<file path="config.mk">
export PLATFORM = sky130hd
export DESIGN_NAME = hadr_router
export DESIGN_NICKNAME = d
export VERILOG_FILES = /design/src/common/hadr_pkg.sv /design/src/logic/hadr_window.sv /design/src/logic/hadr_router.sv
export SDC_FILE = /design/constraint.sdc
export NUM_CORES = 1
export LEC_CHECK = 0
export ABC_AREA = 0
export BUFFER_PORTS_ARGS = -buffer_cell sky130_fd_sc_hd__buf_2
export CAP_MARGIN = 5
export CORE_UTILIZATION = 35
export CTS_CLUSTER_DIAMETER = 100
export DETAILED_ROUTE_END_ITERATION = 8
export PLACE_DENSITY = 0.52
export SLEW_MARGIN = 15
export SYNTH_ARGS = -nofsm -noshare
export SYNTH_HDL_FRONTEND = slang
export SYNTH_SLANG_ARGS = --single-unit
export TNS_END_PERCENT = 50
</file>
<file path="constraint.sdc">
create_clock -name pclk -period 6.35 [get_ports pclk]
set_clock_uncertainty 0.15 [all_clocks]
set_input_delay 0.9525 -clock pclk [delete_from_list [all_inputs] [get_ports pclk]]
set_output_delay 0.9525 -clock pclk [all_outputs]
set_load 0.005 [all_outputs]
</file>
<file path="src/common/hadr_pkg.sv">
// shared constants and types for the host address decode router
package hadr_pkg;
  localparam int ADDR_W = 36;
  // apic configuration space
  localparam logic [35:0] APIC_BASE = 36'h0_fec0_0000;
  localparam logic [35:0] IOAPIC_TOP = 36'h0_fec7_ffff;
  localparam logic [35:0] XAPIC_BASE = 36'h0_fec8_0000;
  localparam logic [35:0] APIC_TOP = 36'h0_fecf_ffff;
  // high smm segment and its dram target
  localparam logic [35:0] HIGH_SMM_SEGMENT_BASE = 36'h0_feda_0000;
  localparam logic [35:0] HIGH_SMM_SEGMENT_TOP = 36'h0_fedb_ffff;
  localparam logic [35:0] LEGACY_SMM_BASE = 36'h0_000a_0000;
  // interrupt message space and high bios
  localparam logic [35:0] INTR_BASE = 36'h0_fee0_0000;
  localparam logic [35:0] INTR_TOP = 36'h0_feef_ffff;
  localparam logic [35:0] HIBIOS_BASE = 36'h0_ffe0_0000;
  localparam logic [35:0] FOUR_GB = 36'h1_0000_0000;
  // apb register offsets
  localparam logic [11:0] REG_CTRL = 12'h000;
  localparam logic [11:0] REG_TOLD = 12'h004;
  localparam logic [11:0] REG_TOUD = 12'h008;
  localparam logic [11:0] REG_TOPM = 12'h00c;
  localparam logic [11:0] REG_RMB = 12'h010;
  localparam logic [11:0] REG_RML = 12'h014;
  localparam logic [11:0] REG_MWIN = 12'h018;
  localparam logic [11:0] REG_PWIN = 12'h01c;
  localparam logic [11:0] REG_PWBU = 12'h020;
  localparam logic [11:0] REG_PWLU = 12'h024;
  localparam logic [11:0] REG_STAT = 12'h028;
  // control register bit positions
  localparam int CTRL_XAPIC = 0;
  localparam int CTRL_HIGH_SMM_SEGMENT = 1;
  localparam int CTRL_RECLAIM = 2;
  localparam int CTRL_MEM_EN = 3;
  // reset values
  localparam logic [11:0] TOLD_RST = 12'h001;
  localparam logic [31:0] WIN_RST = 32'h0000_fff0;
  // request sources
  typedef enum logic [1:0] {
    HADR_SRC_HOST = 2'b00,
    HADR_SRC_HUB = 2'b01,
    HADR_SRC_PORT = 2'b10
  } hadr_src_t;
  // routing targets
  typedef enum logic [2:0] {
    HADR_DST_DRAM = 3'd0,
    HADR_DST_HUB = 3'd1,
    HADR_DST_PORT = 3'd2,
    HADR_DST_HOSTBUS = 3'd3,
    HADR_DST_INVALID = 3'd4
  } hadr_dst_t;
endpackage

</file>
<file path="src/logic/hadr_window.sv">
`timescale 1ns/100ps
// inclusive window compare with 1 mb granularity
module hadr_window (
  // address under test
  input wire logic [35:0] addr,
  // window bounds in 1 mb units, bits 35:20
  input wire logic [15:0] base_mb,
  input wire logic [15:0] limit_mb,
  // result
  output logic hit
);
  import hadr_pkg::*;
  // low base bits zero, low limit bits ones, so a compare on 35:20 is exact
  assign hit = (addr[35:20] >= base_mb) && (addr[35:20] <= limit_mb);
endmodule

</file>
<file path="src/logic/hadr_router.sv">
`timescale 1ns/100ps
// address decode and routing above top of low dram, with apb registers
// How it works
// - ioapic default region goes to hub link
// - extra apic range to port when enabled
// - whole apic range to hub when disabled
// - smm high segment remapped to legacy smm
// - non-smm high segment access terminated invalid
// - non-smm writebacks remapped into smm space
// - port or hub cycles to smm refused
// - dram behind high segment never reachable
// - writebacks to high segment complete to dram
// - inbound interrupt writes forwarded to host bus
// - interrupt transaction ends with target ready
// - top 2 mb bios goes to hub
// - upstream above 36 bits is invalid
// - reclaim window redirects to top of low dram
// - top of upper dram equals reclaim limit
// - window bounds give bits 31:20, 1 mb grain
// - inclusive window hit claims for port
// - windows decode only with memory enable
// - upper prefetch bounds reach above 4 gb
// - top of memory reports populated size
// - unmatched hole addresses default to hub
module hadr_router (
  // clock and reset
  input wire logic pclk,
  input wire logic presetn,
  // apb slave
  input wire logic psel,
  input wire logic penable,
  input wire logic pwrite,
  input wire logic [11:0] paddr,
  input wire logic [31:0] pwdata,
  output logic [31:0] prdata,
  output logic pready,
  output logic pslverr,
  // incoming request
  input wire logic req_valid,
  input wire hadr_pkg::hadr_src_t req_src,
  input wire logic [36:0] req_addr,
  input wire logic req_write,
  input wire logic req_smm,
  input wire logic req_wb,
  input wire logic [31:0] req_data,
  // routed answer, one cycle after the request
  output logic rt_valid,
  output hadr_pkg::hadr_dst_t rt_dst,
  output logic [35:0] rt_addr,
  output logic rt_intr_msg,
  output logic [31:0] rt_data,
  output logic host_target_ready_n
);
  import hadr_pkg::*;

  // software visible configuration
  logic [3:0] ctrl_r;
  logic [11:0] top_of_low_dram_r;
  logic [15:0] top_of_upper_dram_r;
  logic [15:0] top_of_populated_memory_r;
  logic [15:0] remap_window_base_r;
  logic [15:0] remap_window_limit_r;
  logic [31:0] mem_window_r;
  logic [31:0] pref_window_r;
  logic [3:0] port_pref_window_base_upper_r;
  logic [3:0] port_pref_window_limit_upper_r;
  logic [7:0] route_count_r;
  logic [2:0] last_dst_r;

  logic wr_en;
  logic rd_en;
  logic addr_ok;
  logic [31:0] rd_mux;

  assign wr_en = psel && penable && pwrite;
  assign rd_en = psel && !penable && !pwrite;

  // slave answers in the first access cycle, so no wait states
  always_comb begin
    addr_ok = 1'b1;
    rd_mux = 32'h0000_0000;
    if (paddr == REG_CTRL) begin
      rd_mux = {28'h0000_000, ctrl_r};
    end else if (paddr == REG_TOLD) begin
      rd_mux = {top_of_low_dram_r, 20'h00000};
    end else if (paddr == REG_TOUD) begin
      rd_mux = {16'h0000, top_of_upper_dram_r};
    end else if (paddr == REG_TOPM) begin
      rd_mux = {16'h0000, top_of_populated_memory_r};
    end else if (paddr == REG_RMB) begin
      rd_mux = {16'h0000, remap_window_base_r};
    end else if (paddr == REG_RML) begin
      rd_mux = {16'h0000, remap_window_limit_r};
    end else if (paddr == REG_MWIN) begin
      rd_mux = mem_window_r;
    end else if (paddr == REG_PWIN) begin
      rd_mux = pref_window_r;
    end else if (paddr == REG_PWBU) begin
      rd_mux = {28'h0000_000, port_pref_window_base_upper_r};
    end else if (paddr == REG_PWLU) begin
      rd_mux = {28'h0000_000, port_pref_window_limit_upper_r};
    end else if (paddr == REG_STAT) begin
      rd_mux = {21'h00_0000, last_dst_r, route_count_r};
    end else begin
      addr_ok = 1'b0;
    end
  end

  // apb handshake and read data, error for unmapped offsets
  always_ff @(posedge pclk or negedge presetn) begin
    if (!presetn) begin
      pready <= 1'b0;
      pslverr <= 1'b0;
      prdata <= 32'h0000_0000;
    end else begin
      pready <= psel && !penable;
      pslverr <= psel && !penable && !addr_ok;
      if (rd_en) begin
        prdata <= rd_mux;
      end
    end
  end

  // register writes take effect on the completing access edge
  always_ff @(posedge pclk or negedge presetn) begin
    if (!presetn) begin
      ctrl_r <= 4'h0;
      top_of_low_dram_r <= TOLD_RST;
      top_of_upper_dram_r <= 16'h0000;
      top_of_populated_memory_r <= 16'h0000;
      remap_window_base_r <= 16'hffff;
      remap_window_limit_r <= 16'h0000;
      mem_window_r <= WIN_RST;
      pref_window_r <= WIN_RST;
      port_pref_window_base_upper_r <= 4'h0;
      port_pref_window_limit_upper_r <= 4'h0;
    end else if (wr_en && pready) begin
      if (paddr == REG_CTRL) begin
        ctrl_r <= pwdata[3:0];
        // turning reclaim on must not leave the upper bound stale
        if (pwdata[CTRL_RECLAIM]) begin
          top_of_upper_dram_r <= remap_window_limit_r;
        end
      end else if (paddr == REG_TOLD) begin
        top_of_low_dram_r <= pwdata[31:20];
      end else if (paddr == REG_TOUD) begin
        top_of_upper_dram_r <= pwdata[15:0];
      end else if (paddr == REG_TOPM) begin
        top_of_populated_memory_r <= pwdata[15:0];
      end else if (paddr == REG_RMB) begin
        remap_window_base_r <= pwdata[15:0];
      end else if (paddr == REG_RML) begin
        remap_window_limit_r <= pwdata[15:0];
        if (ctrl_r[CTRL_RECLAIM]) begin
          top_of_upper_dram_r <= pwdata[15:0];
        end
      end else if (paddr == REG_MWIN) begin
        mem_window_r <= {pwdata[31:20], 4'h0, pwdata[15:4], 4'h0};
      end else if (paddr == REG_PWIN) begin
        pref_window_r <= {pwdata[31:20], 4'h0, pwdata[15:4], 4'h0};
      end else if (paddr == REG_PWBU) begin
        port_pref_window_base_upper_r <= pwdata[3:0];
      end else if (paddr == REG_PWLU) begin
        port_pref_window_limit_upper_r <= pwdata[3:0];
      end
    end
  end

  // window bounds in 1 mb units
  logic [15:0] mw_base;
  logic [15:0] mw_limit;
  logic [15:0] pw_base;
  logic [15:0] pw_limit;
  logic mw_hit;
  logic pw_hit;
  logic [35:0] a;

  assign a = req_addr[35:0];
  assign mw_base = {4'h0, mem_window_r[15:4]};
  assign mw_limit = {4'h0, mem_window_r[31:20]};
  assign pw_base = {port_pref_window_base_upper_r, pref_window_r[15:4]};
  assign pw_limit = {port_pref_window_limit_upper_r, pref_window_r[31:20]};

  hadr_window u_mem_win (
    .addr(a),
    .base_mb(mw_base),
    .limit_mb(mw_limit),
    .hit(mw_hit)
  );

  hadr_window u_pref_win (
    .addr(a),
    .base_mb(pw_base),
    .limit_mb(pw_limit),
    .hit(pw_hit)
  );

  // inclusive range test on a 36 bit address
  function automatic logic in_rng(input logic [35:0] x, input logic [35:0] lo, input logic [35:0] hi);
    in_rng = (x >= lo) && (x <= hi);
  endfunction

  // route decision
  hadr_dst_t dst_nxt;
  logic [35:0] addr_nxt;
  logic intr_nxt;
  logic from_host;
  logic high_smm_segment_en;
  logic port_mem_en;
  logic in_low;
  logic in_high_smm_segment;
  logic in_reclaim;

  assign from_host = (req_src == HADR_SRC_HOST);
  assign high_smm_segment_en = ctrl_r[CTRL_HIGH_SMM_SEGMENT];
  assign port_mem_en = ctrl_r[CTRL_MEM_EN];
  assign in_low = (a < {4'h0, top_of_low_dram_r, 20'h00000});
  assign in_high_smm_segment = in_rng(a, HIGH_SMM_SEGMENT_BASE, HIGH_SMM_SEGMENT_TOP);
  assign in_reclaim = ctrl_r[CTRL_RECLAIM] && (a[35:20] >= remap_window_base_r)
                      && (a[35:20] <= remap_window_limit_r);

  // positive decodes first, subtractive hub default last
  always_comb begin
    dst_nxt = HADR_DST_HUB;
    addr_nxt = a;
    intr_nxt = 1'b0;
    if (!from_host && req_addr[36]) begin
      dst_nxt = HADR_DST_INVALID;
    end else if (in_reclaim) begin
      dst_nxt = HADR_DST_DRAM;
      addr_nxt = a - {remap_window_base_r, 20'h00000} + {4'h0, top_of_low_dram_r, 20'h00000};
    end else if (a >= FOUR_GB) begin
      if (port_mem_en && pw_hit) begin
        dst_nxt = HADR_DST_PORT;
      end else if (a[35:20] < top_of_upper_dram_r) begin
        dst_nxt = HADR_DST_DRAM;
      end
    end else if (in_low) begin
      dst_nxt = HADR_DST_DRAM;
    end else if (high_smm_segment_en && in_high_smm_segment) begin
      // the dram at the segment address itself is never used
      if (!from_host) begin
        dst_nxt = HADR_DST_INVALID;
      end else if (req_smm || req_wb) begin
        dst_nxt = HADR_DST_DRAM;
        addr_nxt = LEGACY_SMM_BASE + {20'h00000, a[15:0]} + {19'h00000, a[16], 16'h0000};
      end else begin
        dst_nxt = HADR_DST_INVALID;
      end
    end else if (!from_host && req_write && in_rng(a, INTR_BASE, INTR_TOP)) begin
      dst_nxt = HADR_DST_HOSTBUS;
      intr_nxt = 1'b1;
    end else if (in_rng(a, XAPIC_BASE, APIC_TOP) && ctrl_r[CTRL_XAPIC]) begin
      dst_nxt = HADR_DST_PORT;
    end else if (in_rng(a, APIC_BASE, APIC_TOP)) begin
      dst_nxt = HADR_DST_HUB;
    end else if (a >= HIBIOS_BASE) begin
      dst_nxt = HADR_DST_HUB;
    end else if (port_mem_en && (mw_hit || pw_hit)) begin
      dst_nxt = HADR_DST_PORT;
    end
  end

  // registered routing outputs
  always_ff @(posedge pclk or negedge presetn) begin
    if (!presetn) begin
      rt_valid <= 1'b0;
      rt_dst <= HADR_DST_HUB;
      rt_addr <= 36'h0_0000_0000;
      rt_intr_msg <= 1'b0;
      rt_data <= 32'h0000_0000;
      host_target_ready_n <= 1'b1;
    end else begin
      rt_valid <= req_valid;
      rt_dst <= dst_nxt;
      rt_addr <= addr_nxt;
      rt_intr_msg <= req_valid && intr_nxt;
      rt_data <= req_data; // interrupt data rides along with the message
      host_target_ready_n <= !(req_valid && intr_nxt);
    end
  end

  // status: count of routed requests and last target
  always_ff @(posedge pclk or negedge presetn) begin
    if (!presetn) begin
      route_count_r <= 8'h00;
      last_dst_r <= 3'h1;
    end else if (req_valid) begin
      route_count_r <= route_count_r + 8'h01;
      last_dst_r <= dst_nxt;
    end
  end
endmodule

</file>
; After elaboration in Yosys (flattened, before gate mapping)
; Index checks and enable logic that the tools add are counted.
[totals]
reg_bits = 255
out_inout_bits = 108
elab_cells = 166
[op_classes]
add_sub_neg = 5
n_lt_le_gt_ge = 17
n_eq_ne = 14
muxes = 57
bitwise_logic = 9
reduce_logical = 43
[op_table]
columns = cell, count
row1 = two-way mux 32 bit, 8
row2 = two-way mux 36 bit, 7
row3 = ">= comparator 36 x 32 -> 1 bit, second input constant", 5
row4 = two-way mux 16 bit, 8
row5 = "<= comparator 36 x 32 -> 1 bit, second input constant", 3
row6 = "equality test 12 x 5 -> 1 bit, second input constant", 4
row7 = adder 36 x 32 -> 36 bit, 1
row8 = "equality test 12 x 6 -> 1 bit, second input constant", 3
row9 = ">= comparator 36 x 33 -> 1 bit, second input constant", 1
row10 = less-than comparator 36 x 32 -> 1 bit, 1
row11 = subtractor 36 bit, 1
row12 = two-way mux 11 bit, 3
row13 = >= comparator 16 bit, 2
row14 = <= comparator 16 bit, 2
row15 = "equality test 12 x 4 -> 1 bit, second input constant", 2
row16 = adder 21 x 17 -> 22 bit, 1
row17 = logical AND 1 bit, 22
row18 = "adder 20 x 16 -> 21 bit, first input constant", 1
row19 = two-way mux 3 bit, 7
row20 = two-way mux 1 bit, 18
row21 = >= comparator 16 x 12 -> 1 bit, 1
row22 = <= comparator 16 x 12 -> 1 bit, 1
row23 = less-than comparator 16 bit, 1
row24 = AND reduction 7 bit, 2
row25 = 19 further kinds, 40

; Longest topological paths before layout
[logic_depth]
depth_word = 14
ltp_mapped = 13
depth_no_buf = 12

; By module
; A second synthesis with hierarchy kept.
[hier_totals]
cells_unflattened = 1697
hier_area_um2 = 16285.6
[modules_own_cells]
columns = mod, n_inst, cells_each, area_per_inst_um2, seq_area_each_um2
row1 = hadr_router, 1, 1477, 14671.6, 6336.1
row2 = hadr_window, 2, 110, 807.0, 0.0

; Least setup slack after synthesis
; OpenSTA, ideal clock, no wires.
[synth_path]
kind = input -> register
start = input port req_addr[21]
end = register rt_addr[34]
arrival_ps = 3559
required_time_ps = 6113
setup_slack_ps = 2555
cell_stages = 13
n_path_buf = 1
cell_sequence = buf_2 > inv_1 > fa_1 > inv_1 > ha_1 > and4b_1 > and4_1 > nand2_1 > nand3_1 > a31oi_1 > o221ai_1 > a211o_1 > o211ai_1
[synth_between]
elab_chain_cells = 8
elab_cells_between_ends = 17
[synth_rtl]
columns = element, line
row1 = "start, declared", hadr_router.sv:41  ; input wire logic [36:0] req_addr,
row2 = "parallel branches: the longest is 6 deep, another holds subtractor 36 bit", --
row3 = two-way mux 36 bit *, hadr_router.sv:229  ; end else if (in_reclaim) begin
row4 = two-way mux 36 bit *, hadr_router.sv:227  ; if (!from_host && req_addr[36]) begin
row5 = named net addr_nxt[34], hadr_router.sv:205  ; logic [35:0] addr_nxt;
row6 = "end signal, assigned", hadr_router.sv:276  ; rt_addr <= addr_nxt;
row7 = "end, declared", hadr_router.sv:49  ; output logic [35:0] rt_addr,
; Mark *: on every way through the listed nets, which the timed path passes.
; A chain may end at the register's enable or synchronous reset.

; Worst setup path in the final report
[layout_path]
start = input port req_addr[26]
end = register rt_addr[30]
; The elaborated chain is that of the path after synthesis.

==> results.ini <==
[status]
outcome=finished, final reports clean

[sta]
timing.fmax_mhz=240.4
timing.final.max_slew_violations=0
layout_setup_ws_ns=2.190
fin_setup_tns_ns=0
period_share=0.6552
tightestPinTransition_ns=1.034
max_slew_margin=0.3042
rsz0062_at_grt=no
hold_viol=0
hold_ws_ns=0.1853
setup_viol=0
min_period_ns=4.160

[detailed_routing]
vias=13240
drt_iter0_markers=888
totalWireLength_mm=50.97
routedWlPerCell_um=20.13
ant_nets=0
drt_pre_antenna_iters=5
route.detailed.drc=0
via_per_inst=5.229

[global_routing]
grt_max_degree=97
grt_pass1_vias=13100
antenna_found_initial=1
grt_util_all_layers=0.2196
overflow=0
grt_pass1_wl_mm=78.13

[pwr]
power.density_mw_per_mm2=215.8
switchingPower_mw=1.090
max-vdd-ir-drop_mv=0.1868
seqPwrFrac=0.420
p_leak_nw=8.983
p_int_mw=2.938
p_clk_frac=0.453
switching_share=0.2707
comb_power_share=0.127

[setup_path]
crit_path_start=req_addr[26]
reg2reg_from=top_of_low_dram_r[6]
worstPathMaxFanout=14
path_class=input port to flop
rrSetupSlack_ns=2.54
cp-start-kind=input port
critPathArrivalTime_ns=4.51
reg2reg_to=rt_addr[30]
crit_path_end_kind=flop
r2r_cells=11
crit_required_ns=6.70

[clock_tree]
numCtsBuffers=31
tritoncts=yes
cts.sinks=251
ctsResizeCount=0
cts_root_buffer=clkbuf_16
clock_latency_ns=0.60
clockBufferDepth=3
cts_max_level=1
post-cts-setup-buffers=0
clkTransAtPathRegs_ns=0.06
postCtsHoldBufs=0

[synthesis]
synthMuxAreaShare=0.05615
seq_area_frac_synth=0.3999
synth_compound_area_frac=0.1692
synth_cell_types=79
synth_top_family_by_area=compound AO/OA/AOI/OAI gates
synth_top_flop_cell=dfrtp_1
synthAdderAreaFrac=0.1575
yosys-top-cells-area=dfrtp_1 33%, ha_1 14%, dfstp_2 7.3%
synth_cells=1701
ys.warnings.count=0
synthXorXnorAreaFrac=0.02045
synth-seq-cells=251
synthSimpleGateAreaFrac=0.1311
yosysTopAreaCell=dfrtp_1
synth_top_cell_area_share=0.3269
async_flop_share=1.000
netlist_area_mm2=0.01584
synth_edf_count=0
syn_avg_cell_area_um2=9.314

[placement]
place_area_mm2=0.01761
dp_slack_ns=1.606
globalplace.congestion=0.8740
dpl.hpwl_mm=38.51
io_buffer_count=223

[die]
start_util=0.3567
io-pin-count=232
die_w_um=214.8
chipHeight_um=214.8
core_mm2=0.04441
fp-row-count=77
dieArea_mm2=0.04612

[job]
cap_viol_max_count=0

[layout]
fin_nets=2230
design_area_mm2=0.01867
final_core_util=0.4203
drive_above_1_share=0.2232
num_antenna_cells=0
areaGrowthSynthToFinish_pct=17.81

[min_path]
hold_path.class=input port to asynchronous set/reset pin

-- stage by stage --
step,power [mW],instances
after global routing,4.203,2532
after floorplan,1.991,1704
after CTS,4.084,2532
after detailed placement,2.236,2474
final,4.028,2532
after global placement,2.226,2474
-- registers in the layout, summed over array words and instances, names as in the netlist --
register and flops:
remap_window_base_r 16, route_count_r 8, rt_intr_msg 1, pref_window_r 24
pslverr 1, rt_valid 1, rt_dst 3, mem_window_r 24
ctrl_r 4, host_target_ready_n 1, port_pref_window_base_upper_r 4, top_of_upper_dram_r 16
remap_window_limit_r 16, last_dst_r 3, pready 1, prdata 28
top_of_populated_memory_r 16, rt_addr 36, port_pref_window_limit_upper_r 4, top_of_low_dram_r 12
rt_data 32
-- cells in the final DEF, fill, tap and decap left out, drive strengths merged, types with 26 or more instances in the layout --
cell	n
a21oi	98
dfrtp	207
clkbuf	47
nand4	28
xnor2	26
nor2	85
a31oi	28
dfstp	44
inv	198
nand2	214
nor3	34
o21ai	164
mux2	71
buf	244
ha	177
-- metal layers --
metal / up-vias / wire, um / global-route usage
li1: 6356 / - / -
met5: - / 11 / 0
met2: 303 / 23490 / 0.3532
met4: 2 / 1659 / 0.07714
met1: 6505 / 23510 / 0.3038
met3: 74 / 2296 / 0.02633
-- layout make-up --
class | instances | area, um2
Tap cell | 592 | 740.7
Inverter | 197 | 739.5
Clock inverter | 11 | 122.6
Clock buffer | 47 | 929.6
Fill cell | 4428 | 25750
Timing Repair Buffer | 244 | 1296
Multi-Input combinational cell | 1190 | 8501
Sequential cell | 251 | 6336
-- logic make-up (layout without fill, tap and decap cells) --
kind of cell | Yosys count | count (layout)
AND/OR/NAND/NOR | 444 | 444
AO/OA/AOI/OAI | 434 | 434
buffers and inverters | 263 | 499
flip-flops | 251 | 251
adder cells (fa/ha/maj) | 191 | 191
multiplexers | 80 | 80
XOR/XNOR | 37 | 37
other | 1 | 4
-- critical path, stage by stage --
cell       delay [ns]
buf_2            0.39
ha_1             0.34
and4_1           0.20
a2111oi_0        0.36
o21ai_0          0.20
a2111oi_0        0.87
nand2b_1         0.24
nor4_2           0.06
o21ai_2          0.57
nand2_1          0.12
o21ai_1          0.16
-- worst max path at each step --
stage                             end  slack [ns]  depth (start not counted)
after floorplan           rt_addr[34]        2.55                         13
after global placement    rt_addr[21]        1.67                         11
after detailed placement  rt_addr[21]        1.61                         11
after CTS                 rt_addr[21]        2.27                         11
after global routing      rt_addr[21]        2.01                         11
final                     rt_addr[30]        2.19                         11
-- cells in the mapped netlist (33+ instances only) --
cell type	n
nor3_1	33
dfrtp_1	207
ha_1	177
o21ai_0	147
clkbuf_1	35
a21oi_1	96
dfstp_2	44
mux2_2	71
nor2_1	84
inv_1	197
nand2_1	213
-- power groups by stage --
stage	registers [mW]	logic [mW]	clock network (mW)
6_report	1.69	0.512	1.82
5_1_grt	1.70	0.574	1.93
4_1_cts	1.69	0.517	1.87
3_5_place_dp	1.72	0.515	0
3_3_place_gp	1.72	0.505	0
2_1_floorplan	1.71	0.281	0
No activity file was read; power rests on OpenSTA's default activity.
